$ cat src/jdbg_defines.svh
`ifndef JDBG_DEFINES_SVH
`define JDBG_DEFINES_SVH
// instruction register codes and width
`define JDBG_IR_W        4
`define JDBG_IR_DEVSEL   4'h2
`define JDBG_IR_BUS      4'h3
`define JDBG_IR_BYPASS   4'hf
`define JDBG_IR_CAPTURE  4'h1
// scan register lengths and device-select reserved bit count
`define JDBG_BUS_SCAN_W  42
`define JDBG_DSEL_W      32
`define JDBG_DSEL_RSVD   7
// bus-access scan field positions
`define JDBG_F_EXEC      0
`define JDBG_F_DIR       1
`define JDBG_F_ADDR_LO   2
`define JDBG_F_DATA_LO   10
// register addresses
`define JDBG_A_XCHG      8'h04
`define JDBG_A_CSR       8'h05
`define JDBG_A_SEGADDR   8'h06
`define JDBG_A_SEGWIN    8'h07
`define JDBG_A_PCLO      8'h08
`define JDBG_A_PCHI      8'h09
// debug_control_status field positions
`define JDBG_CSR_DBGMODE 0
`define JDBG_CSR_BRK     1
`define JDBG_CSR_RSTSEEN 2
`define JDBG_CSR_DREQ    3
// segment address auto-increment
`define JDBG_SEG_AINC    31
`define JDBG_SEG_STEP    31'h4
// reset values
`define JDBG_RST_SEGADDR 32'h0000_0000
`define JDBG_RST_XCHG    32'h0000_0000
`endif

$ cat src/jdbg_pkg.sv
// Purpose: types shared by the debug access port
// Assumes: constants come from jdbg_defines.svh
// Notes:   request and result travel as packed structs
package jdbg_pkg;
  typedef enum logic [1:0] {
    ERR_NONE,
    ERR_ADDR,
    ERR_RO,
    ERR_SEG
  } jdbg_err_e;

  typedef struct packed {
    logic [31:0] data;
    logic [7:0]  addr;
    logic        dir;
    logic        exec;
  } jdbg_req_s;

  typedef struct packed {
    logic [31:0] data;
    jdbg_err_e   err;
    logic        ok;
    logic        valid;
  } jdbg_rsp_s;

  typedef enum {
    TLR, RTI, SEL_DR, CAP_DR, SH_DR, EX1_DR, PA_DR, EX2_DR, UP_DR,
    SEL_IR, CAP_IR, SH_IR, EX1_IR, PA_IR, EX2_IR, UP_IR
  } jdbg_tap_e;
endpackage

$ cat src/jdbg_port.sv
// Purpose: jtag debug access port, bus-access transactions into the core
// Assumes: jtag pins are asynchronous to mclk; tck far slower than mclk
// Notes:   dir 1 = read; results pipelined by one scan
// Summary of operation
// - select device first; low seven bits read zero
// - next scan shifts valid, ok and error
// - good read returns valid, ok, data
// - control/status at 0x05 shows debug mode
// - exchange writes feed instructions, valid means executed
// - core load takes probe exchange write
// - core store read back through exchange
// - segment address 0x06, top bit enables increment
// - window 0x07 reads segment word at address
// - 0x08 gives low half of sample
// - 0x09 gives high half of sample
// - scan-out carries previous transaction's result
// - status shows breakpoint hit and reset occurred
`timescale 1ns/1ps
`include "jdbg_defines.svh"
module jdbg_port #(
  parameter logic [24:0] DEV_NUM = 25'h0
) (
  // clock and reset
  input  wire logic        mclk,
  input  wire logic        arst_n,
  // jtag pins
  input  wire logic        tck,
  input  wire logic        tms,
  input  wire logic        tdi,
  output      logic        tdo,
  output      logic        tdo_oe,
  // core status
  input  wire logic        debug_mode,
  input  wire logic        bkpt_event,
  input  wire logic        reset_event,
  output      logic        debug_req,
  input  wire logic [63:0] pc_sample,
  // instruction/data exchange with the core
  output      logic [31:0] xchg_data,
  output      logic        xchg_valid,
  input  wire logic        xchg_take,
  input  wire logic        core_store,
  input  wire logic [31:0] core_store_data,
  // debug register segment
  output      logic [31:0] seg_addr,
  output      logic        seg_rd,
  output      logic        seg_wr,
  output      logic [31:0] seg_wdata,
  input  wire logic [31:0] seg_rdata,
  input  wire logic        seg_err
);
  logic [2:0]                  tck_q;
  logic [1:0]                  tms_q;
  logic [1:0]                  tdi_q;
  logic                        tck_rise;
  logic                        tck_fall;
  jdbg_pkg::jdbg_tap_e         tap;
  logic [`JDBG_IR_W-1:0]       ir;
  logic [`JDBG_IR_W-1:0]       ir_sh;
  logic [`JDBG_BUS_SCAN_W-1:0] dr_sh;
  logic [24:0]                 dev_sel;
  logic                        busy;
  jdbg_pkg::jdbg_req_s         req;
  jdbg_pkg::jdbg_req_s         scan_req;
  jdbg_pkg::jdbg_rsp_s         res;
  jdbg_pkg::jdbg_rsp_s         next_res;
  logic                        done;
  logic                        brk_flag;
  logic                        rst_seen_flag;
  logic [31:0]                 csr_rd;
  logic [31:0]                 pc_hi_hold;
  logic                        seg_go;

  // two flops on every pin; tck_q[2] is only an edge history of tck_q[1]
  always_ff @(posedge mclk or negedge arst_n)
    if (!arst_n)
    begin
      tck_q <= 3'h0;
      tms_q <= 2'h0;
      tdi_q <= 2'h0;
    end
    else
    begin
      tck_q <= {tck_q[1:0], tck};
      tms_q <= {tms_q[0], tms};
      tdi_q <= {tdi_q[0], tdi};
    end
  assign tck_rise = tck_q[1] & ~tck_q[2];
  assign tck_fall = ~tck_q[1] & tck_q[2];
  function automatic jdbg_pkg::jdbg_tap_e tap_next(input jdbg_pkg::jdbg_tap_e s, input logic m);
    case (s)
      jdbg_pkg::TLR:    tap_next = m ? jdbg_pkg::TLR    : jdbg_pkg::RTI;
      jdbg_pkg::RTI:    tap_next = m ? jdbg_pkg::SEL_DR : jdbg_pkg::RTI;
      jdbg_pkg::SEL_DR: tap_next = m ? jdbg_pkg::SEL_IR : jdbg_pkg::CAP_DR;
      jdbg_pkg::CAP_DR: tap_next = m ? jdbg_pkg::EX1_DR : jdbg_pkg::SH_DR;
      jdbg_pkg::SH_DR:  tap_next = m ? jdbg_pkg::EX1_DR : jdbg_pkg::SH_DR;
      jdbg_pkg::EX1_DR: tap_next = m ? jdbg_pkg::UP_DR  : jdbg_pkg::PA_DR;
      jdbg_pkg::PA_DR:  tap_next = m ? jdbg_pkg::EX2_DR : jdbg_pkg::PA_DR;
      jdbg_pkg::EX2_DR: tap_next = m ? jdbg_pkg::UP_DR  : jdbg_pkg::SH_DR;
      jdbg_pkg::UP_DR:  tap_next = m ? jdbg_pkg::SEL_DR : jdbg_pkg::RTI;
      jdbg_pkg::SEL_IR: tap_next = m ? jdbg_pkg::TLR    : jdbg_pkg::CAP_IR;
      jdbg_pkg::CAP_IR: tap_next = m ? jdbg_pkg::EX1_IR : jdbg_pkg::SH_IR;
      jdbg_pkg::SH_IR:  tap_next = m ? jdbg_pkg::EX1_IR : jdbg_pkg::SH_IR;
      jdbg_pkg::EX1_IR: tap_next = m ? jdbg_pkg::UP_IR  : jdbg_pkg::PA_IR;
      jdbg_pkg::PA_IR:  tap_next = m ? jdbg_pkg::EX2_IR : jdbg_pkg::PA_IR;
      jdbg_pkg::EX2_IR: tap_next = m ? jdbg_pkg::UP_IR  : jdbg_pkg::SH_IR;
      jdbg_pkg::UP_IR:  tap_next = m ? jdbg_pkg::SEL_DR : jdbg_pkg::RTI;
      default:          tap_next = jdbg_pkg::TLR;
    endcase
  endfunction
  always_ff @(posedge mclk or negedge arst_n)
    if (!arst_n)
      tap <= jdbg_pkg::TLR;
    else if (tck_rise)
      tap <= tap_next(tap, tms_q[1]);
  always_ff @(posedge mclk or negedge arst_n)
    if (!arst_n)
    begin
      ir    <= `JDBG_IR_BYPASS;
      ir_sh <= `JDBG_IR_BYPASS;
    end
    else if (tck_rise)
    begin
      if (tap == jdbg_pkg::TLR)
        ir <= `JDBG_IR_BYPASS;
      else if (tap == jdbg_pkg::UP_IR)
        ir <= ir_sh;
      if (tap == jdbg_pkg::CAP_IR)
        ir_sh <= `JDBG_IR_CAPTURE;
      else if (tap == jdbg_pkg::SH_IR)
        ir_sh <= {tdi_q[1], ir_sh[`JDBG_IR_W-1:1]};
    end
  // data register shifter, right shift, tdi enters at the active length
  always_ff @(posedge mclk or negedge arst_n)
    if (!arst_n)
      dr_sh <= '0;
    else if (tck_rise)
    begin
      if (tap == jdbg_pkg::CAP_DR)
      begin
        if (ir == `JDBG_IR_BUS)
          dr_sh <= {res.data, 6'h00, res.err, res.ok, res.valid};
        else if (ir == `JDBG_IR_DEVSEL)
          dr_sh <= {10'h000, dev_sel, 7'h00};
        else
          dr_sh <= '0;
      end
      else if (tap == jdbg_pkg::SH_DR)
      begin
        if (ir == `JDBG_IR_BUS)
          dr_sh <= {tdi_q[1], dr_sh[`JDBG_BUS_SCAN_W-1:1]};
        else if (ir == `JDBG_IR_DEVSEL)
          dr_sh <= {10'h000, tdi_q[1], dr_sh[`JDBG_DSEL_W-1:1]};
        else
          dr_sh <= {{(`JDBG_BUS_SCAN_W-1){1'b0}}, tdi_q[1]};
      end
    end

  // device number kept above the reserved bits
  always_ff @(posedge mclk or negedge arst_n)
    if (!arst_n)
      dev_sel <= 25'h0;
    else if (tck_rise && tap == jdbg_pkg::UP_DR && ir == `JDBG_IR_DEVSEL)
      dev_sel <= dr_sh[`JDBG_DSEL_W-1:`JDBG_DSEL_RSVD];
  // tdo changes on the falling tck edge
  always_ff @(posedge mclk or negedge arst_n)
    if (!arst_n)
    begin
      tdo    <= 1'b0;
      tdo_oe <= 1'b0;
    end
    else if (tck_fall)
    begin
      tdo    <= (tap == jdbg_pkg::SH_IR) ? ir_sh[0] : dr_sh[0];
      tdo_oe <= (tap == jdbg_pkg::SH_IR) || (tap == jdbg_pkg::SH_DR);
    end

  // transaction accept; a request while busy is dropped and must be repeated
  assign scan_req = jdbg_pkg::jdbg_req_s'(dr_sh);
  always_ff @(posedge mclk or negedge arst_n)
    if (!arst_n)
    begin
      busy <= 1'b0;
      req  <= '0;
    end
    else if (tck_rise && tap == jdbg_pkg::UP_DR && ir == `JDBG_IR_BUS && scan_req.exec && !busy
             && dev_sel == DEV_NUM)
    begin
      busy <= 1'b1;
      req  <= scan_req;
    end
    else if (done)
      busy <= 1'b0;
  // exchange write completes only once the core has taken it
  assign done = busy && !(req.addr == `JDBG_A_XCHG && !req.dir && !xchg_take);
  assign seg_go = done && req.addr == `JDBG_A_SEGWIN;
  // sticky event flags, an event beats a clearing write
  always_ff @(posedge mclk or negedge arst_n)
    if (!arst_n)
    begin
      brk_flag      <= 1'b0;
      rst_seen_flag <= 1'b0;
      debug_req     <= 1'b0;
    end
    else
    begin
      if (bkpt_event)
        brk_flag <= 1'b1;
      else if (done && !req.dir && req.addr == `JDBG_A_CSR && req.data[`JDBG_CSR_BRK])
        brk_flag <= 1'b0;
      if (reset_event)
        rst_seen_flag <= 1'b1;
      else if (done && !req.dir && req.addr == `JDBG_A_CSR && req.data[`JDBG_CSR_RSTSEEN])
        rst_seen_flag <= 1'b0;
      if (done && !req.dir && req.addr == `JDBG_A_CSR)
        debug_req <= req.data[`JDBG_CSR_DREQ];
    end
  assign csr_rd = {28'h0000000, debug_req, rst_seen_flag, brk_flag, debug_mode};
  // probe write loads the exchange for the core; core store fills it
  always_ff @(posedge mclk or negedge arst_n)
    if (!arst_n)
    begin
      xchg_data  <= `JDBG_RST_XCHG;
      xchg_valid <= 1'b0;
    end
    else
    begin
      if (core_store)
        xchg_data <= core_store_data;
      else if (tck_rise && tap == jdbg_pkg::UP_DR && ir == `JDBG_IR_BUS && scan_req.exec && !busy
               && dev_sel == DEV_NUM && scan_req.addr == `JDBG_A_XCHG && !scan_req.dir)
        xchg_data <= scan_req.data;
      if (busy && req.addr == `JDBG_A_XCHG && !req.dir && !xchg_take)
        xchg_valid <= 1'b1;
      else
        xchg_valid <= 1'b0;
    end

  always_ff @(posedge mclk or negedge arst_n)
    if (!arst_n)
      seg_addr <= `JDBG_RST_SEGADDR;
    else if (done && !req.dir && req.addr == `JDBG_A_SEGADDR)
      seg_addr <= req.data;
    else if (seg_go && seg_addr[`JDBG_SEG_AINC])
      seg_addr[30:0] <= seg_addr[30:0] + `JDBG_SEG_STEP;
  assign seg_rd    = seg_go && req.dir;
  assign seg_wr    = seg_go && !req.dir;
  assign seg_wdata = req.data;
  // high half frozen when the low half is read
  always_ff @(posedge mclk or negedge arst_n)
    if (!arst_n)
      pc_hi_hold <= 32'h0;
    else if (done && req.dir && req.addr == `JDBG_A_PCLO)
      pc_hi_hold <= pc_sample[63:32];
  always_comb
  begin
    next_res = '{data: 32'h0, err: jdbg_pkg::ERR_NONE, ok: 1'b1, valid: 1'b1};
    case (req.addr)
      `JDBG_A_XCHG:    next_res.data = xchg_data;
      `JDBG_A_CSR:     next_res.data = csr_rd;
      `JDBG_A_SEGADDR: next_res.data = seg_addr;
      `JDBG_A_SEGWIN:
      begin
        next_res.data = seg_rdata;
        if (seg_err)
        begin
          next_res.ok  = 1'b0;
          next_res.err = jdbg_pkg::ERR_SEG;
        end
      end
      `JDBG_A_PCLO:    next_res.data = pc_sample[31:0];
      `JDBG_A_PCHI:    next_res.data = pc_hi_hold;
      default:
      begin
        next_res.ok  = 1'b0;
        next_res.err = jdbg_pkg::ERR_ADDR;
      end
    endcase
    if (!req.dir && (req.addr == `JDBG_A_PCLO || req.addr == `JDBG_A_PCHI))
    begin
      next_res.ok  = 1'b0;
      next_res.err = jdbg_pkg::ERR_RO;
    end
  end

  // valid cleared on accept, set on completion
  always_ff @(posedge mclk or negedge arst_n)
    if (!arst_n)
      res <= '0;
    else if (done)
      res <= next_res;
    else if (tck_rise && tap == jdbg_pkg::UP_DR && ir == `JDBG_IR_BUS && scan_req.exec && !busy
             && dev_sel == DEV_NUM)
      res.valid <= 1'b0;

  a_dsel_low: assert property (@(posedge mclk) disable iff (!arst_n)
    (tck_rise && tap == jdbg_pkg::CAP_DR && ir == `JDBG_IR_DEVSEL) |=> dr_sh[6:0] == 7'h00)
    else $error("device select reserved bits not zero");
  a_done_valid: assert property (@(posedge mclk) disable iff (!arst_n)
    done |=> res.valid && !busy)
    else $error("completion did not raise valid");
  a_read_ok: assert property (@(posedge mclk) disable iff (!arst_n)
    (done && req.addr == `JDBG_A_CSR) |=> res.ok && res.data == $past(csr_rd))
    else $error("read did not return register");
  a_debug_mode_flag: assert property (@(posedge mclk) disable iff (!arst_n)
    (done && req.addr == `JDBG_A_CSR) |=> res.data[`JDBG_CSR_DBGMODE] == $past(debug_mode))
    else $error("debug mode flag wrong");
  a_xchg_wait: assert property (@(posedge mclk) disable iff (!arst_n)
    (busy && req.addr == `JDBG_A_XCHG && !req.dir && !xchg_take) |=> busy && !res.valid)
    else $error("instruction write completed early");
  a_seg_incr: assert property (@(posedge mclk) disable iff (!arst_n)
    (seg_go && seg_addr[31]) |=> seg_addr[30:0] == $past(seg_addr[30:0]) + 31'h4)
    else $error("segment address not incremented");
  a_pc_pair: assert property (@(posedge mclk) disable iff (!arst_n)
    (done && req.dir && req.addr == `JDBG_A_PCLO) |=> pc_hi_hold == $past(pc_sample[63:32]))
    else $error("high sample half not frozen");
  a_scan_prev: assert property (@(posedge mclk) disable iff (!arst_n)
    (tck_rise && tap == jdbg_pkg::CAP_DR && ir == `JDBG_IR_BUS) |=> dr_sh[0] == $past(res.valid))
    else $error("scan-out not previous result");
  a_addr_fault: assert property (@(posedge mclk) disable iff (!arst_n)
    (done && req.addr > `JDBG_A_PCHI) |=> !res.ok && res.err == jdbg_pkg::ERR_ADDR)
    else $error("unmapped address not faulted");
endmodule

$ cat config.mk
export PLATFORM = sky130hd
export DESIGN_NAME = jdbg_port
export DESIGN_NICKNAME = d
export VERILOG_FILES = /design/src/jdbg_pkg.sv /design/src/jdbg_port.sv
export VERILOG_INCLUDE_DIRS = /design/src
export SDC_FILE = /design/constraint.sdc
export NUM_CORES = 1
export LEC_CHECK = 0
export BUFFER_PORTS_ARGS = -buffer_cell sky130_fd_sc_hd__buf_2
export CAP_MARGIN = 25
export CORE_MARGIN = 2
export CORE_UTILIZATION = 42
export DETAILED_ROUTE_END_ITERATION = 10
export RECOVER_POWER = 100
export SYNTH_ARGS = -nofsm -noshare
export SYNTH_HDL_FRONTEND = slang
export SYNTH_SLANG_ARGS = --single-unit
$ cat constraint.sdc
create_clock -name mclk -period 5 [get_ports mclk]
set_input_delay 0.75 -clock mclk [delete_from_list [all_inputs] [get_ports mclk]]
set_output_delay 0.75 -clock mclk [all_outputs]
set_load 0.05 [all_outputs]
Word-level counts from Yosys, hierarchy flattened
Cells that the tools add are included.
Widths: inputs -> output; s select.

word-level totals
  bits in registers = 294
  bits of input ports = 139
  output and inout bits = 102

cells by class
  equal/unequal tests = 30
  bitwise operators = 4
  $add $sub $neg = 1
  multiplexer cells = 41
  reductions and logical operators = 51

operator list
  cell                   number
  $eq 32x4->1 const B    9
  $pmux 32 s6            1
  $mux 42                4
  $eq 32x3->1 const B    5
  $eq 32x5->1 const B    4
  $mux 32                4
  $eq 32x2->1 const B    2
  $logic_not 32->1       2
  $mux 31                2
  $pmux 4 s12            1
  $eq 8x3->1 const B     5
  $eq 32x1->1 const B    1
  $mux 4                 8
  $add 31x3->31 const B  1
  $logic_and 1x1->1      26
  $logic_not 25->1       1
  $eq 8x4->1 const B     2
  $reduce_bool 2->1      8
  $mux 1                 13
  $mux 3                 4
  $eq 4x2->1 const B     2
  $mux 2                 3
  $pmux 3 s2             1
  $reduce_and 2->1       3
  7 further kinds        15

Logic depth before layout (Yosys ltp)
  depth after elaboration = 11
  mapped depth = 8

Least setup slack after synthesis
OpenSTA, ideal clock, no wires.

  path kind = flip-flop to output port
  start point = register req[9] (netlist bit)
  end point = output seg_wr
  arrival = 2.661 ns
  path slack = 1.589 ns
  cell stages (with the launch flop) = 7
  path buffers = 2
  path through = dfrtp_1 > or4_1 > buf_6 > nor2_1 > buf_2 > nand2_1 > nor3_1

between the ends
  cells in the longest elaborated chain, start to end = 7
  elaborated cells between the ends (all ways) = 8
  those cells by class = 2 x eq/ne; 6 x reduce/logical

RTL lines
  item                                  RTL line          text
  start: declaration                    jdbg_port.sv:63   jdbg_pkg::jdbg_req_s req;
  start signal: assignment              jdbg_port.sv:190  req <= scan_req;
  $eq 8x3->1                            n/a
  $logic_and 1x1->1 (2 in a row)        jdbg_port.sv:195  assign done = busy && !(req.addr == `JDBG_A_XCHG && !req.dir && !xchg_take);
  $logic_not 1->1                       jdbg_port.sv:195
  $logic_and 1x1->1                     jdbg_port.sv:195
  $logic_and 1x1->1 (no source line) *  n/a
  $logic_and 1x1->1 *                   jdbg_port.sv:247  assign seg_wr = seg_go && !req.dir;
  end: declaration                      jdbg_port.sv:47   output logic seg_wr,

Mark *: on every way between the ends. The rest lies on a longest branch, timed or not.

Worst setup path after layout
  start point = register req[3] (netlist bit)
  end point = output seg_wr

The elaborated chain is that of the path after synthesis.

==> impl_metrics.csv <==
group,metric,value,unit
detailed_routing,avgRoutedWirePerCell,22.3,um
logic_synthesis,ys.flop_type,"dfrtp_1",
detailed_routing,via_per_inst,5.76,
hold_path,min_to,"tms_q[0]$_DFF_PN0_",
flow_run,maxCapViolCount,7,
worst_setup_path,cpLargestDelayFamily,"flip-flops",
detailed_routing,vias,10900,
worst_setup_path,crit_type,"flop to output port",
timing,achievable-frequency,0.241,GHz
timing,slew_violations,295,
timing,setup_tns,0,ns
timing,tightest_slew,2.59,ns
floorplan,io_pins,241,
worst_setup_path,crit_arrival,3.40,ns
cells_and_area,nets,1616,
grt,antenna_found_initial,0,
logic_synthesis,mappedNetlistArea,0.0136,mm2
cells_and_area,layout_commonest_cell,"dfrtp_1",
worst_setup_path,crit_fanout,38,
cts,cts_resized,0,
timing,skew,0.0156,ns
worst_setup_path,crit_chain,"buf_4 -> and2_0 -> nand2_1 -> nor3_1 -> buf_2",
floorplan,die_w,184,um
timing,setup_viol,0,
detailed_routing,drc_errors,0,
grt,grtUsageTotal,24.6,%
detailed_routing,first_pass_iters,6,
timing,fin_crit,4.15,ns
timing,rsz0062_at_grt,"no",
hold_path,hp-class,"input pin to flop",
placement,dp_hpwl,29.4,mm
logic_synthesis,synth_edf_count,0,
cells_and_area,drive_gt1_share,24.0,%
pwr,power.static_leakage,7.22,nW
cts,clockBufferDepth,3,
logic_synthesis,ys_warn_count,0,
floorplan,rows,65,
status,status,"finished with violations",
cts,cts.clk_slew.worst_paths,0.06,ns
pwr,power.density,345,mW/mm2
cts,cts_tree,"yes",
worst_setup_path,end_kind,"output port",
placement,post_dp_cell_area,0.0148,mm2
logic_synthesis,synthDistinctLibCells,62,
floorplan,die_h,184,um
timing,hold_violations,0,
detailed_routing,final_antenna_net_count,0,
worst_setup_path,r2r_end,"pc_hi_hold[31]$_DFFE_PN0P_",
cts,numCtsBuffers,30,
logic_synthesis,async_flop_share,100,%
worst_setup_path,reg2regPathDepth,5,
cts,cts_setup_buffers,0,
cells_and_area,areaGrowthSynthToFinish,15.0,%
grt,grt_pass1_wl,63.6,mm
worst_setup_path,rrSetupSlack,0.88,ns
cells_and_area,final_cell_mix,"dfrtp_1, nand2_1, buf_2",
cts,htree_levels,1,
placement,portBuffers,240,
logic_synthesis,syn_avg_cell_area,10.4,um2
grt,grt_pass1_vias,10700,
hold_path,min_from,"tms",
timing,slew_headroom,-72.6,%
cells_and_area,final_area,0.0157,mm2
cts,cts_num_sinks,266,
logic_synthesis,synthTopCellsByArea,"dfrtp_1, mux2_2, nand2_1",
floorplan,start_util,42.9,%
detailed_routing,drt-total-wl,42.3,mm
worst_setup_path,rr_startpoint,"req[8]$_DFFE_PN0P_",
floorplan,coreArea,0.0317,mm2
logic_synthesis,ys_ff_latch,266,
worst_setup_path,critical_path_buf_inv_count,2,
cts,cts_root_buffer,"clkbuf_16",
floorplan,die_area,0.0339,mm2
cells_and_area,final_util,49.4,%
worst_setup_path,required,4.25,ns
logic_synthesis,synthesis.nets,1449,
hold_path,hold_depth,1,
worst_setup_path,cp-start-kind,"flop",
status,violations,"capacitance limit, slew limit",
cells_and_area,antenna_cells,0,
grt,grt_max_degree,117,
logic_synthesis,syn_inst,1309,
pwr,irDropWorstVdd,0.209,mV
cts,ctsHoldBuffers,0,
timing,period_share,83.0,%
logic_synthesis,ys_seq_area_share,49.0,%
placement,place.gp.congestion,0.872,
worst_setup_path,cpMaxStageDelayCell,"dfrtp_1",
grt,grt-ovfl-total,0,
cts,clock_latency,0.55,ns
logic_synthesis,synth.top_cell.area_share,47.4,%
detailed_routing,dr.first_iter.drc_count,908,
logic_synthesis,yosysTopAreaCell,"dfrtp_1",
worst_setup_path,critical_path.max_stage_delay,1.22,ns
worst max-delay path by stage:
stage                     cells past startpoint                   endpoint          startpoint  slack [ns]
after floorplan                               6                     seg_wr  req[9]$_DFFE_PN0P_        1.59
after global placement                        5  xchg_data[15]$_DFFE_PN0P_  tck_q[1]$_DFF_PN0_        1.65
after detailed placement                      6  xchg_data[19]$_DFFE_PN0P_  tck_q[1]$_DFF_PN0_        1.79
after CTS                                     5                     seg_wr  req[3]$_DFFE_PN0P_        1.35
after global routing                          5                     seg_wr  req[3]$_DFFE_PN0P_        0.68
final                                         5                     seg_wr  req[3]$_DFFE_PN0P_        0.85
cells in the mapped netlist (5+ instances only):
| cell | number |
|---|---|
| mux2i_1 | 68 |
| o21ai_0 | 113 |
| mux2_2 | 136 |
| buf_6 | 9 |
| and2_1 | 6 |
| dfrtp_1 | 258 |
| o31ai_1 | 22 |
| buf_4 | 33 |
| a21o_1 | 30 |
| nand2_1 | 202 |
| mux2_1 | 31 |
| dfstp_2 | 8 |
| a22oi_1 | 12 |
| clkbuf_1 | 64 |
| nor2_1 | 59 |
| nor2b_1 | 5 |
| nor4_1 | 15 |
| nand2b_1 | 7 |
| and3_1 | 37 |
| nor3_1 | 7 |
| a31oi_1 | 36 |
| o311ai_0 | 14 |
| and4_1 | 6 |
| a21oi_1 | 18 |
| nand4_1 | 7 |
| inv_1 | 7 |
| nand3_1 | 18 |
| or3_1 | 6 |
| buf_2 | 18 |
per-stage QoR:
step / hold slack, ns / cells / total power, mW / worst slack [ns]
4_1_cts: 0.251 / 1901 / 5.47 / 1.35
3_3_place_gp: 0.332 / 1845 / 3.22 / 1.65
2_1_floorplan: 0.331 / 1309 / 2.96 / 1.59
6_report: 0.310 / 1901 / 5.41 / 0.851
5_1_grt: 0.290 / 1901 / 5.63 / 0.681
3_5_place_dp: 0.335 / 1846 / 3.24 / 1.79
power by group:
group          internal (mW)  leakage [nW]  switching, mW
registers               2.26          3.57          0.142
clock network           1.33         0.499          0.885
logic                  0.278          3.15          0.510
total                   3.87          7.22           1.54
sequential cells by signal, indices dropped and copies added (netlist names), 3 cells and up:
register	flops
seg_wdata	32
xchg_data	32
dr_sh	42
seg_addr	32
tap	4
ir_sh	4
pc_hi_hold	32
ir	4
dev_sel	25
req	9
res	36
tck_q	3
logic make-up after synthesis:
family                   after synthesis  share of synthesized area (%)
AND/OR/NAND/NOR                      398                           14.0
AO/OA/AOI/OAI                        274                           12.7
flip-flops                           266                           49.0
multiplexers                         236                           19.0
buffers and inverters                133                           5.24
XOR/XNOR                               1                         0.0643
adder cells (fa/ha/maj)                1                         0.0919
cell type report:
| cell class | instances | area [um2] |
|---|---|---|
| fillers | 3011 | 16100 |
| flip-flops and latches | 266 | 6670 |
| multi-input cells | 910 | 6230 |
| repair buffers | 261 | 1230 |
| clock buffers | 44 | 895 |
| well taps | 402 | 503 |
| clock inverters | 11 | 108 |
| inverters | 7 | 26.3 |
metal layers:
layer  up-vias  routed length, um  global-route usage, %
met5         -                  0                      0
met4         0               1130                   6.43
met3        67               2840                   3.92
met2       419              19500                   39.5
met1      5432              18900                   34.6
li1       5024                  -                      -
Note: power is estimated with default switching activity, not from simulation.
